File: src/hw/dpmc_pkg.sv
// Shared constants and types for the dual-function control pin decoder
package dpmc_pkg;

	// Sample word width of one converter channel
	localparam int unsigned DPMC_DATA_W = 14;

	// Register bus geometry
	localparam int unsigned DPMC_ADDR_W = 8;
	localparam int unsigned DPMC_BUS_W  = 32;

	// Register byte offsets
	localparam logic [7:0] DPMC_OFF_CTRL   = 8'h00;
	localparam logic [7:0] DPMC_OFF_STATUS = 8'h04;
	localparam logic [7:0] DPMC_OFF_SAMPLE = 8'h08;

	// Control register fields; format, power-down and phase apply outside pin mode, the output enables and reference drive in every mode
	localparam int unsigned DPMC_CTRL_TWOS_BIT   = 0;
	localparam int unsigned DPMC_CTRL_PDOWN_BIT  = 1;
	localparam int unsigned DPMC_CTRL_IRSET_BIT  = 2;
	localparam int unsigned DPMC_CTRL_QRSET_BIT  = 3;
	localparam int unsigned DPMC_CTRL_INTREF_BIT = 4;
	localparam int unsigned DPMC_CTRL_PHASE_BIT  = 5;
	localparam int unsigned DPMC_CTRL_W          = 6;
	localparam logic [5:0]  DPMC_CTRL_RESET      = 6'h00;

	// Status register fields
	localparam int unsigned DPMC_STAT_PINMODE_BIT = 0;
	localparam int unsigned DPMC_STAT_TWOS_BIT    = 1;
	localparam int unsigned DPMC_STAT_PDOWN_BIT   = 2;
	localparam int unsigned DPMC_STAT_PHASE_BIT   = 3;
	localparam int unsigned DPMC_STAT_VALID_BIT   = 4;
	localparam int unsigned DPMC_STAT_W           = 5;

	// Sample register layout: in-phase low half, quadrature high half
	localparam int unsigned DPMC_SAMPLE_Q_LSB = 16;

	// Bus response codes
	localparam logic [1:0] DPMC_RESP_OKAY   = 2'h0;
	localparam logic [1:0] DPMC_RESP_SLVERR = 2'h2;

	// Strap capture sequence
	typedef enum logic [1:0] {
		DPMC_STRAP_WAIT,
		DPMC_STRAP_SERIAL,
		DPMC_STRAP_PIN
	} dpmc_strap_t;

endpackage

File: src/hw/dpmc_rise_det.sv
// Rising-edge detector for a synchronous control pin
`timescale 1ns/1ps
module dpmc_rise_det
	import dpmc_pkg::*;
(
	// Clock and reset
	input  wire logic core_clk_in,
	input  wire logic rst_in,
	// Level and its edge
	input  wire logic level_in,
	output logic      rise_out
);

	logic prev_r;

	// Previous level, cleared so a pin already high at reset counts as an edge
	always_ff @(posedge core_clk_in)
	begin
		if (rst_in)
			prev_r <= 1'b0;
		else
			prev_r <= level_in;
	end

	// One-cycle pulse on a 0-to-1 change
	assign rise_out = level_in & ~prev_r;

endmodule // dpmc_rise_det

File: src/hw/dpmc_code_conv.sv
// Input format conversion to the converter core's straight binary code
`timescale 1ns/1ps
module dpmc_code_conv
	import dpmc_pkg::*;
(
	// Format select
	input  wire logic                   twos_in,
	// Sample word in
	input  wire logic [DPMC_DATA_W-1:0] word_in,
	// Codes for the true and complementary outputs
	output logic [DPMC_DATA_W-1:0]      true_out,
	output logic [DPMC_DATA_W-1:0]      comp_out
);

	logic msb_flip;

	// Twos complement becomes offset binary by inverting the top bit
	assign msb_flip = twos_in;
	assign true_out = {word_in[DPMC_DATA_W-1] ^ msb_flip,
	                   word_in[DPMC_DATA_W-2:0]};
	// Complement output peaks at code zero, true output at all ones
	assign comp_out = ~true_out;

endmodule // dpmc_code_conv

File: src/hw/dpmc_top.sv
// Dual-function control pin decoder with register access over AXI4-Lite
//
// The register offsets and the AXI4-Lite slave port are this design's own decisions.
`timescale 1ns/1ps
module dpmc_top
	import dpmc_pkg::*;
(
	// Clock and reset
	input  wire logic                   core_clk_in,
	input  wire logic                   rst_in,
	// Mode strap, also the serial register reset
	input  wire logic                   strap_mode_select_in,
	// Clock-mode pin, also the serial clock
	input  wire logic                   retime_phase_pin_in,
	// Format pin, also the serial data line
	input  wire logic                   format_pin_in,
	output logic                        format_pin_out,
	output logic                        format_pin_oe_out,
	// Power-down pin, also the serial chip select
	input  wire logic                   powerdown_pin_in,
	// Serial engine side
	output logic                        serial_clk_out,
	output logic                        serial_cs_n_out,
	output logic                        serial_data_out,
	input  wire logic                   serial_data_drive_in,
	input  wire logic                   serial_data_oe_in,
	output logic                        serial_regs_reset_out,
	// Parallel sample input and its qualifying clock
	input  wire logic                   data_qualify_clock_in,
	input  wire logic [DPMC_DATA_W-1:0] sample_data_in,
	// Converter core codes
	output logic [DPMC_DATA_W-1:0]      inphase_true_code_out,
	output logic [DPMC_DATA_W-1:0]      inphase_complement_code_out,
	output logic [DPMC_DATA_W-1:0]      quad_true_code_out,
	output logic [DPMC_DATA_W-1:0]      quad_complement_code_out,
	// Core controls
	output logic                        core_powerdown_out,
	output logic                        retime_phase_out,
	output logic                        retime_align_out,
	output logic                        inphase_aux_output_en_out,
	output logic                        quad_aux_output_en_out,
	output logic                        reference_pin_drive_out,
	// AXI4-Lite write address
	input  wire logic                   s_axi_awvalid,
	output logic                        s_axi_awready,
	input  wire logic [DPMC_ADDR_W-1:0] s_axi_awaddr,
	input  wire logic [2:0]             s_axi_awprot,
	// AXI4-Lite write data
	input  wire logic                   s_axi_wvalid,
	output logic                        s_axi_wready,
	input  wire logic [DPMC_BUS_W-1:0]  s_axi_wdata,
	input  wire logic [3:0]             s_axi_wstrb,
	// AXI4-Lite write response
	output logic                        s_axi_bvalid,
	input  wire logic                   s_axi_bready,
	output logic [1:0]                  s_axi_bresp,
	// AXI4-Lite read address
	input  wire logic                   s_axi_arvalid,
	output logic                        s_axi_arready,
	input  wire logic [DPMC_ADDR_W-1:0] s_axi_araddr,
	input  wire logic [2:0]             s_axi_arprot,
	// AXI4-Lite read data
	output logic                        s_axi_rvalid,
	input  wire logic                   s_axi_rready,
	output logic [DPMC_BUS_W-1:0]       s_axi_rdata,
	output logic [1:0]                  s_axi_rresp
);

	// Address decode shared by read and write paths
	function automatic logic [1:0] dpmc_decode(input logic [DPMC_ADDR_W-1:0] addr);
		logic [1:0] sel;
		sel = 2'h3;
		if (addr == DPMC_OFF_CTRL)
			sel = 2'h0;
		else if (addr == DPMC_OFF_STATUS)
			sel = 2'h1;
		else if (addr == DPMC_OFF_SAMPLE)
			sel = 2'h2;
		return sel;
	endfunction

	dpmc_strap_t              strap_state_r;
	dpmc_strap_t              strap_state_nxt;
	logic [DPMC_CTRL_W-1:0]   ctrl_r;
	logic [DPMC_CTRL_W-1:0]   ctrl_nxt;
	logic                     pin_mode;
	logic                     serial_mode;
	logic                     serial_reset;
	logic                     eff_twos;
	logic                     eff_pdown;
	logic                     phase_rise;
	logic                     dclk_rise;
	logic                     dclk_fall;
	logic                     dclk_prev_r;
	logic                     retime_phase_r;
	logic                     retime_align_r;
	logic                     sample_valid_r;
	logic [DPMC_DATA_W-1:0]   inphase_word_r;
	logic [DPMC_DATA_W-1:0]   quad_word_r;
	logic [DPMC_DATA_W-1:0]   i_true;
	logic [DPMC_DATA_W-1:0]   i_comp;
	logic [DPMC_DATA_W-1:0]   q_true;
	logic [DPMC_DATA_W-1:0]   q_comp;
	logic                     aw_held_r;
	logic [DPMC_ADDR_W-1:0]   aw_addr_r;
	logic                     w_held_r;
	logic [DPMC_BUS_W-1:0]    w_data_r;
	logic [3:0]               w_strb_r;
	logic                     wr_fire;
	logic [1:0]               wr_sel;
	logic                     wr_ctrl;
	logic [1:0]               rd_sel;
	logic [DPMC_BUS_W-1:0]    rd_word;
	logic [DPMC_STAT_W-1:0]   status_word;

	// Strap is caught once after reset release, then the mode is fixed
	always_comb
	begin
		strap_state_nxt = strap_state_r;
		case (strap_state_r)
			DPMC_STRAP_WAIT:
				strap_state_nxt = strap_mode_select_in ? DPMC_STRAP_PIN
				                                       : DPMC_STRAP_SERIAL;
			DPMC_STRAP_SERIAL:
				strap_state_nxt = DPMC_STRAP_SERIAL;
			DPMC_STRAP_PIN:
				strap_state_nxt = DPMC_STRAP_PIN;
			default:
				strap_state_nxt = DPMC_STRAP_WAIT;
		endcase
	end

	always_ff @(posedge core_clk_in)
	begin
		if (rst_in)
			strap_state_r <= DPMC_STRAP_WAIT;
		else
			strap_state_r <= strap_state_nxt;
	end

	// Mode decode; the serial pins idle until the strap is known
	assign pin_mode     = (strap_state_r == DPMC_STRAP_PIN);
	assign serial_mode  = (strap_state_r == DPMC_STRAP_SERIAL);
	// Strap going high once serial mode is fixed is the register reset pulse
	assign serial_reset = serial_mode & strap_mode_select_in;

	// Effective format and power-down from pins or from software
	assign eff_twos  = pin_mode ? format_pin_in
	                            : ctrl_r[DPMC_CTRL_TWOS_BIT];
	assign eff_pdown = pin_mode ? powerdown_pin_in
	                            : ctrl_r[DPMC_CTRL_PDOWN_BIT];

	// Serial pin routing; pin mode never drives the shared data line
	always_ff @(posedge core_clk_in)
	begin
		if (rst_in)
		begin
			serial_clk_out    <= 1'b0;
			serial_cs_n_out   <= 1'b1;
			serial_data_out   <= 1'b0;
			format_pin_out    <= 1'b0;
			format_pin_oe_out <= 1'b0;
		end
		else
		begin
			serial_clk_out    <= serial_mode & retime_phase_pin_in;
			serial_cs_n_out   <= ~serial_mode | powerdown_pin_in;
			serial_data_out   <= serial_mode & format_pin_in;
			format_pin_out    <= serial_data_drive_in;
			format_pin_oe_out <= serial_mode & serial_data_oe_in
			                     & ~powerdown_pin_in;
		end
	end

	// Reset pulse handed to the serial engine's own registers
	always_ff @(posedge core_clk_in)
	begin
		if (rst_in)
			serial_regs_reset_out <= 1'b1;
		else
			serial_regs_reset_out <= serial_reset;
	end

	// Edge of the clock-mode pin triggers the retimer; held low means none
	dpmc_rise_det u_phase_rise (
		.core_clk_in (core_clk_in),
		.rst_in      (rst_in),
		.level_in    (retime_phase_pin_in),
		.rise_out    (phase_rise)
	);

	// Phase stays at the aligned setting until the next reset
	always_ff @(posedge core_clk_in)
	begin
		if (rst_in)
		begin
			retime_phase_r <= 1'b0;
			retime_align_r <= 1'b0;
		end
		else
		begin
			retime_align_r <= pin_mode & phase_rise;
			if (pin_mode & phase_rise)
				retime_phase_r <= 1'b1;
		end
	end

	assign retime_phase_out = pin_mode ? retime_phase_r
	                                   : ctrl_r[DPMC_CTRL_PHASE_BIT];
	assign retime_align_out = retime_align_r;

	// Data clock edges; in-phase on the rising edge, quadrature on the falling
	always_ff @(posedge core_clk_in)
	begin
		if (rst_in)
			dclk_prev_r <= 1'b0;
		else
			dclk_prev_r <= data_qualify_clock_in;
	end

	assign dclk_rise = data_qualify_clock_in & ~dclk_prev_r;
	assign dclk_fall = ~data_qualify_clock_in & dclk_prev_r;

	// Sample capture, frozen while powered down to save toggling
	always_ff @(posedge core_clk_in)
	begin
		if (rst_in)
		begin
			inphase_word_r <= '0;
			quad_word_r    <= '0;
			sample_valid_r <= 1'b0;
		end
		else if (!eff_pdown)
		begin
			if (dclk_rise)
				inphase_word_r <= sample_data_in;
			if (dclk_fall)
			begin
				quad_word_r    <= sample_data_in;
				sample_valid_r <= 1'b1;
			end
		end
	end

	// Format conversion per channel
	dpmc_code_conv u_conv_i (
		.twos_in  (eff_twos),
		.word_in  (inphase_word_r),
		.true_out (i_true),
		.comp_out (i_comp)
	);

	dpmc_code_conv u_conv_q (
		.twos_in  (eff_twos),
		.word_in  (quad_word_r),
		.true_out (q_true),
		.comp_out (q_comp)
	);

	// Core codes and controls registered toward the converter core
	always_ff @(posedge core_clk_in)
	begin
		if (rst_in)
		begin
			inphase_true_code_out       <= '0;
			inphase_complement_code_out <= '0;
			quad_true_code_out          <= '0;
			quad_complement_code_out    <= '0;
			core_powerdown_out          <= 1'b0;
			inphase_aux_output_en_out   <= 1'b0;
			quad_aux_output_en_out      <= 1'b0;
			reference_pin_drive_out     <= 1'b0;
		end
		else
		begin
			inphase_true_code_out       <= i_true;
			inphase_complement_code_out <= i_comp;
			quad_true_code_out          <= q_true;
			quad_complement_code_out    <= q_comp;
			core_powerdown_out          <= eff_pdown;
			inphase_aux_output_en_out   <= ctrl_r[DPMC_CTRL_IRSET_BIT];
			quad_aux_output_en_out      <= ctrl_r[DPMC_CTRL_QRSET_BIT];
			reference_pin_drive_out     <= ctrl_r[DPMC_CTRL_INTREF_BIT];
		end
	end

	// Write side: address and data are held separately, either may come first
	assign s_axi_awready = ~aw_held_r & ~s_axi_bvalid;
	assign s_axi_wready  = ~w_held_r & ~s_axi_bvalid;
	assign wr_fire       = aw_held_r & w_held_r & ~s_axi_bvalid;
	assign wr_sel        = dpmc_decode(aw_addr_r);
	assign wr_ctrl       = wr_fire & (wr_sel == 2'h0) & w_strb_r[0];

	always_ff @(posedge core_clk_in)
	begin
		if (rst_in)
		begin
			aw_held_r <= 1'b0;
			aw_addr_r <= '0;
			w_held_r  <= 1'b0;
			w_data_r  <= '0;
			w_strb_r  <= '0;
		end
		else
		begin
			if (s_axi_awvalid & s_axi_awready)
			begin
				aw_held_r <= 1'b1;
				aw_addr_r <= s_axi_awaddr;
			end
			else if (wr_fire)
				aw_held_r <= 1'b0;
			if (s_axi_wvalid & s_axi_wready)
			begin
				w_held_r <= 1'b1;
				w_data_r <= s_axi_wdata;
				w_strb_r <= s_axi_wstrb;
			end
			else if (wr_fire)
				w_held_r <= 1'b0;
		end
	end

	// Write response; only the control word is writable
	always_ff @(posedge core_clk_in)
	begin
		if (rst_in)
		begin
			s_axi_bvalid <= 1'b0;
			s_axi_bresp  <= DPMC_RESP_OKAY;
		end
		else if (wr_fire)
		begin
			s_axi_bvalid <= 1'b1;
			s_axi_bresp  <= (wr_sel == 2'h0) ? DPMC_RESP_OKAY : DPMC_RESP_SLVERR;
		end
		else if (s_axi_bready)
			s_axi_bvalid <= 1'b0;
	end

	// Control register; the strap pulse wins over a software write
	assign ctrl_nxt = serial_reset ? DPMC_CTRL_RESET
	                : wr_ctrl      ? w_data_r[DPMC_CTRL_W-1:0]
	                               : ctrl_r;

	always_ff @(posedge core_clk_in)
	begin
		if (rst_in)
			ctrl_r <= DPMC_CTRL_RESET;
		else
			ctrl_r <= ctrl_nxt;
	end

	// Status word shows the decoded mode and live controls
	assign status_word = {sample_valid_r, retime_phase_out, eff_pdown,
	                      eff_twos, pin_mode};

	// Read decode
	assign rd_sel  = dpmc_decode(s_axi_araddr);
	assign rd_word = (rd_sel == 2'h0) ? {{(DPMC_BUS_W-DPMC_CTRL_W){1'b0}}, ctrl_r}
	               : (rd_sel == 2'h1) ? {{(DPMC_BUS_W-DPMC_STAT_W){1'b0}}, status_word}
	               : (rd_sel == 2'h2) ? {2'h0, quad_word_r, 2'h0, inphase_word_r}
	                                  : '0;
	assign s_axi_arready = ~s_axi_rvalid;

	// Read data one cycle after the address is taken
	always_ff @(posedge core_clk_in)
	begin
		if (rst_in)
		begin
			s_axi_rvalid <= 1'b0;
			s_axi_rdata  <= '0;
			s_axi_rresp  <= DPMC_RESP_OKAY;
		end
		else if (s_axi_arvalid & s_axi_arready)
		begin
			s_axi_rvalid <= 1'b1;
			s_axi_rdata  <= rd_word;
			s_axi_rresp  <= (rd_sel == 2'h3) ? DPMC_RESP_SLVERR : DPMC_RESP_OKAY;
		end
		else if (s_axi_rready)
			s_axi_rvalid <= 1'b0;
	end

endmodule // dpmc_top

File: config.mk
export PLATFORM = sky130hd
export DESIGN_NAME = dpmc_top
export DESIGN_NICKNAME = d
export VERILOG_FILES = /design/src/hw/dpmc_pkg.sv /design/src/hw/dpmc_rise_det.sv /design/src/hw/dpmc_code_conv.sv /design/src/hw/dpmc_top.sv
export SDC_FILE = /design/constraint.sdc
export NUM_CORES = 1
export LEC_CHECK = 0
export ABC_AREA = 1
export BUFFER_PORTS_ARGS = -buffer_cell sky130_fd_sc_hd__buf_2
export CORE_MARGIN = 5
export CORE_UTILIZATION = 40
export CTS_CLUSTER_DIAMETER = 40
export DETAILED_ROUTE_END_ITERATION = 10
export PLACE_DENSITY = 0.66
export RECOVER_POWER = 50
export SYNTH_ARGS = -nofsm -noshare
export SYNTH_HDL_FRONTEND = slang
export SYNTH_SLANG_ARGS = --single-unit
File: constraint.sdc
create_clock -name core_clk_in -period 1.7 [get_ports core_clk_in]
set_input_delay 0.085 -clock core_clk_in [delete_from_list [all_inputs] [get_ports core_clk_in]]
set_output_delay 0.085 -clock core_clk_in [all_outputs]
set_load 0.01 [all_outputs]
==> flow_summary.json, run 1 <==
{
  "post_cts_buffers": 0,
  "cts_root_buffer": "clkbuf_16",
  "fmax_mhz": 690,
  "antenna_found_initial": 0,
  "drt_iter0_drc": 199,
  "drive_gt1_share_pct": 23.0,
  "multi_input_area_sq_um": 1770,
  "critPathMaxFanout": 20,
  "die_w_um": 126,
  "drv_cap": 1,
  "hp-class": "in -> reg",
  "grt_max_degree": 78,
  "yosysWarnings": 0,
  "synth_seq_cells": 156,
  "setup_tns_ns": 0,
  "path_class": "reg -> reg",
  "avgSynthCellArea_sq_um": 8.75,
  "outcome": "finished, violations left",
  "tightest_slew_ns": 1.55,
  "final_util_pct": 53.5,
  "cts.clk_slew.worst_paths_ns": 0.06,
  "pwr-share-seq_pct": 46.9,
  "synth-seq-area-share_pct": 58.3,
  "tritoncts": "built",
  "clockBufferDepth": 2,
  "start_util_pct": 40.6,
  "wl_per_cell_um": 14.0,
  "drv_slew": 78,
  "grt_pass1_wl_um": 22000,
  "p_leak_uw": 0.00302,
  "synth.cell_area_sq_um": 5360,
  "place.port_buffers": 153,
  "grt_setup_unrepaired": "false",
  "peakVddDrop_mv": 0.614,
  "grt_pass1_vias": 4403,
  "vias": 4505,
  "io_pins": 195,
  "fin_nets": 880,
  "yosysTopAreaCell": "dfxtp_1",
  "fp.coreArea_sq_um": 13200,
  "cts-buffers-inserted": 17,
  "drc_errors": 0,
  "clk_latency_ns": 0.41,
  "nFillCells": 1287,
  "antenna_cells": 0,
  "final.min_clock_period_ns": 1.45,
  "layout_common_cells": "dfxtp_1, nor2_1, buf_2, o21ai_0",
  "swShare_pct": 23.7,
  "area_delta_synth_final_pct": 31.7,
  "htree_levels": 4,
  "wl_um": 13800,
  "violations": "max-capacitance violations, max-slew violations",
  "cp.required_ns": 1.99,
  "ys_types": 29,
  "worst_ep_arrival_time_ns": 1.74,
  "timing.final.crit_share_pct": 85.3,
  "seqCellArea_sq_um": 3120,
  "finClkSkew_ns": 0.00910,
  "grt_use_total_pct": 17.4,
  "combPwrFrac_pct": 9.2,
  "synthCells": 612,
  "p_int_uw": 6500,
  "ant_nets": 0,
  "dieArea_sq_um": 15800,
  "hold_violations": 0,
  "die_y_um": 126,
  "first_pass_iters": 4,
  "p_per_area_nw_per_um2": 1210,
  "row_count": 42,
  "power_switching_uw": 2020,
  "final_common_cell": "dfxtp_1",
  "p_clk_share_pct": 43.8,
  "dp_hpwl_um": 9960,
  "synth_area_leaders": "dfxtp_1, o21ai_0, nor2_1",
  "clock-sinks": 156,
  "via_per_inst": 4.59,
  "setup_viol": 0,
  "overflow": 0,
  "synth_top_area_share_pct": 58.3,
  "max_slew_margin_pct": -3.23,
  "endpoint_kind": "flop",
  "place_congestion": 0.837,
  "start_kind": "flop"
}
## layout make-up
cell class | instances | share of cell area (%)
multi-input combinational | 354 | 25.1
sequential | 156 | 44.3
tap | 176 | 3.12
clock inverter | 9 | 1.54
timing repair buffer | 194 | 15.3
clock buffer | 22 | 6.86
inverter | 71 | 3.85
## critical path, stage by stage, from the launching register on
cell	delay (ns)
dfxtp_1	0.29
inv_1	0.10
nand2_2	0.11
nand2_1	0.09
o21ai_2	0.07
inv_4	0.09
nand3_4	0.15
buf_12	0.20
o21ai_0	0.17
a21oi_1	0.06
## registers in the layout, summed over array words and instances, names as in the netlist, 2 cells and up
| name | cells |
|---|---|
| w_data_r | 6 |
| strap_state_r | 2 |
| aw_addr_r | 8 |
| inphase_word_r | 14 |
| s_axi_rdata | 28 |
| inphase_complement_code_out | 14 |
| inphase_true_code_out | 14 |
| quad_word_r | 14 |
| ctrl_r | 6 |
| quad_complement_code_out | 14 |
| quad_true_code_out | 14 |
## repair_timing
action	4_1_cts	5_1_grt
setup endpoints to repair	0	4
endpoints found under the hold margin	33	0
hold buffers	28	0
gates resized for setup	0	1
## per-layer routing
metal	GRT usage, %	routed length (um)	vias up
met5	0	0	-
met4	4.73	146	0
met3	7.54	1080	15
met2	28.4	6480	143
met1	21.0	6060	2047
li1	-	-	2300
## power by group through the flow
stage | sequential (uW) | combinational, uW | clock (uW)
2_1_floorplan | 4120 | 391 | 0
3_3_place_gp | 4070 | 750 | 0
3_5_place_dp | 4070 | 767 | 0
4_1_cts | 4000 | 819 | 3810
5_1_grt | 4020 | 887 | 4000
6_report | 4000 | 787 | 3740
## synth_stat cells
| library cell | instances |
|---|---|
| nand2_4 | 1 |
| buf_4 | 7 |
| nand3_2 | 3 |
| nand3b_1 | 1 |
| a21oi_2 | 20 |
| conb_1 | 1 |
| nand2_1 | 44 |
| buf_6 | 2 |
| nand2_2 | 23 |
| buf_12 | 2 |
| a31oi_1 | 1 |
| buf_2 | 7 |
| inv_4 | 2 |
| nor2_4 | 2 |
| xor2_1 | 2 |
| nor3_1 | 1 |
| o21a_1 | 1 |
| clkbuf_1 | 18 |
| a211oi_1 | 1 |
| nand4_1 | 8 |
| nand3_1 | 3 |
| o21ai_0 | 71 |
| dfxtp_1 | 156 |
| a21oi_1 | 67 |
| nor2_2 | 3 |
| o21ai_1 | 2 |
| inv_1 | 69 |
| nor2_1 | 93 |
| o21ai_2 | 1 |
## per-stage QoR
step	instances	setup slack (ns)	cell area, sq um	hold WS, ns	power (uW)
2_1_floorplan	617	0.375	5380	0.189	4510
3_3_place_gp	923	0.200	6270	0.285	4820
3_5_place_dp	923	0.141	6270	0.298	4840
4_1_cts	982	0.129	7140	0.00930	8630
5_1_grt	982	0.0648	7060	0.0197	8910
6_report	982	0.250	7060	0.0245	8520
## worst paths after layout
kind,from,end,slack (ns),cells past startpoint
worst min register to register,inphase_word_r[5],inphase_complement_code_out[5],0.45,1
worst max register to register,strap_state_r[0],quad_word_r[10],0.25,9
worst max-delay path,strap_state_r[0],quad_word_r[10],0.25,9
worst min-delay path,sample_data_in[0],quad_word_r[0],0.02,3
## cell families after synthesis
| group | after synthesis | synth area share (%) |
|---|---|---|
| AOI/OAI and AO/OA | 164 | 16.9 |
| and+or+nand+nor | 182 | 15.3 |
| xor gates and xnor gates | 2 | 0.327 |
| other | 1 | 0.0700 |
| buffers and inverters | 107 | 9.13 |
| DFF | 156 | 58.3 |
No activity file was read; power rests on OpenSTA's default activity.
==> inputs of run 2 (changes only) <==
==> constraint.sdc (replaced) <==
create_clock -name core_clk_in -period 1.7 [get_ports core_clk_in]
set_input_delay 0.255 -clock core_clk_in [delete_from_list [all_inputs] [get_ports core_clk_in]]
set_output_delay 0.255 -clock core_clk_in [all_outputs]
set_load 0.01 [all_outputs]
==> run 2 against run 1 <==
Effect of this change:
- the run still ends with max-capacitance violations, max-slew violations left
- flip-flop and latch count unchanged
- wire length is 3.1% lower
- first-iteration DRC count decreased by 7.5%
- non-clock buffer count is 32 lower
- combinational power decreased by 6.1%
==> flow_summary.json, run 2 (synthesis gave the netlist of run 1 again) <==
{
  "path_class": "reg -> out",
  "violations": "max-capacitance violations, max-slew violations",
  "startpoint": "strap_state_r[0]",
  "drc_errors": 0,
  "drv_slew": 78,
  "final.min_clock_period_ns": 1.56,
  "peakVddDrop_mv": 0.527,
  "start_kind": "flop",
  "wl_per_cell_um": 14.0,
  "whs_endpoint": "format_pin_out",
  "clockBufferDepth": 2,
  "p_leak_uw": 0.00296,
  "wl_um": 13300,
  "cpLargestDelayFamily": "flip-flops",
  "drt_iter0_drc": 184,
  "timing.final.crit_share_pct": 91.5,
  "fin_nets": 848,
  "max_slew_margin_pct": -1.03,
  "hp-class": "in -> reg",
  "p_per_area_nw_per_um2": 1320,
  "whs_path_depth": 3,
  "top_register": "s_axi_rdata",
  "cts_root_buffer": "clkbuf_16",
  "grt_pass1_vias": 4195,
  "grt_max_degree": 78,
  "worst_path_largest_cell_delay_ns": 0.30,
  "endpoint_kind": "primary output",
  "antenna_cells": 0,
  "regToRegEndpoint": "quad_word_r[10]",
  "fp.coreArea_sq_um": 13200,
  "worstPathCellList": "inv_1 -> nand2_2 -> o21ai_2 -> buf_2",
  "htree_levels": 4,
  "rrSetupSlack_ns": 0.21,
  "first_pass_iters": 4,
  "ant_nets": 0,
  "die_w_um": 126,
  "finClkSkew_ns": 0.00861,
  "fin_ws_ns": 0.144,
  "ff2ff_path_depth": 9,
  "fmax_mhz": 643,
  "die_y_um": 126,
  "via_per_inst": 4.58,
  "grt_pass1_wl_um": 21200,
  "start_util_pct": 40.6,
  "cts.clk_slew.worst_paths_ns": 0.06,
  "place.port_buffers": 153,
  "cp.required_ns": 1.44,
  "dp_hpwl_um": 9690,
  "hold_start": "serial_data_drive_in",
  "worst_ep_arrival_time_ns": 1.30,
  "row_count": 42,
  "hold_violations": 0,
  "place_congestion": 0.804,
  "cts-buffers-inserted": 17,
  "setup_tns_ns": 0,
  "grt_use_total_pct": 16.9,
  "r2r-start": "strap_state_r[0]",
  "grt_setup_unrepaired": "false",
  "final_common_cell": "dfxtp_1",
  "drive_gt1_share_pct": 25.2,
  "layout_common_cells": "dfxtp_1, buf_2, nor2_1, o21ai_0, inv_1",
  "largest_reg_flops": 28,
  "place_ws_ns": 0.117,
  "overflow": 0,
  "setup_viol": 0,
  "critPathMaxFanout": 7,
  "dieArea_sq_um": 15800,
  "outcome": "finished, violations left",
  "clk_latency_ns": 0.42,
  "cp_num_buf_inv": 2,
  "vias": 4360,
  "drv_cap": 1,
  "antenna_found_initial": 0,
  "crit_slowest_cell": "dfxtp_1",
  "tritoncts": "built",
  "io_pins": 195,
  "clock-sinks": 156,
  "area_delta_synth_final_pct": 28.0,
  "tightest_slew_ns": 1.52
}
## run 2: worst min-delay path: stages
cell and delay, ns:
buf_2 0.07, inv_1 0.03, nor2_1 0.06
## run 2: worst max-delay path by stage
| stage | endpoint | slack (ns) | cells past startpoint |
|---|---|---|---|
| 4_1_cts | retime_phase_out | 0.07 | 4 |
| 3_3_place_gp | quad_word_r[7] | 0.17 | 8 |
| 2_1_floorplan | s_axi_rdata[10] | 0.38 | 6 |
| 3_5_place_dp | s_axi_rdata[5] | 0.12 | 8 |
| 5_1_grt | retime_phase_out | 0.06 | 4 |
| 6_report | retime_phase_out | 0.14 | 4 |
## run 2: stage by stage
step | hold slack [ns] | util, % | instances | area (sq um) | power [uW]
6_report | 0.0400 | 52.0 | 951 | 6860 | 9020
5_1_grt | 0.0381 | 52.0 | 951 | 6860 | 9380
4_1_cts | 0.0242 | 52.6 | 951 | 6930 | 9130
3_5_place_dp | 0.433 | 47.4 | 919 | 6250 | 4840
3_3_place_gp | 0.434 | 47.4 | 919 | 6250 | 4820
2_1_floorplan | 0.359 | - | 617 | 5380 | 4510
## run 2: repair_timing
item / 4_1_cts / 5_1_grt
gates resized for setup: 1 / 2
hold buffers: 0 / 0
cloned: 0 / 0
setup buffers: 0 / 0
setup endpoints to repair: 1 / 5
## run 2: final cells by class
| class | count | area (sq um) |
|---|---|---|
| Sequential cell | 156 | 3120 |
| Timing Repair Buffer | 162 | 783 |
| Clock inverter | 11 | 204 |
| Multi-Input combinational cell | 354 | 1780 |
| Inverter | 71 | 272 |
| Tap cell | 176 | 220 |
| Clock buffer | 21 | 480 |
| Fill cell | 1281 | 6330 |
## run 2: report_power, final
part	switching (uW)	leakage, uW	internal, uW
sequential	112	0.00129	3880
combinational	476	0.00134	264
clock	1490	0.000332	2790
total	2080	0.00296	6940
## run 2: metal layers
metal	global-route usage, %	share of wire, %	up-vias
li1	-	-	2241
met1	21.1	44	1968
met4	5.17	1.3	0
met3	6.48	8.2	13
met5	0	0	-
met2	27.2	46	138
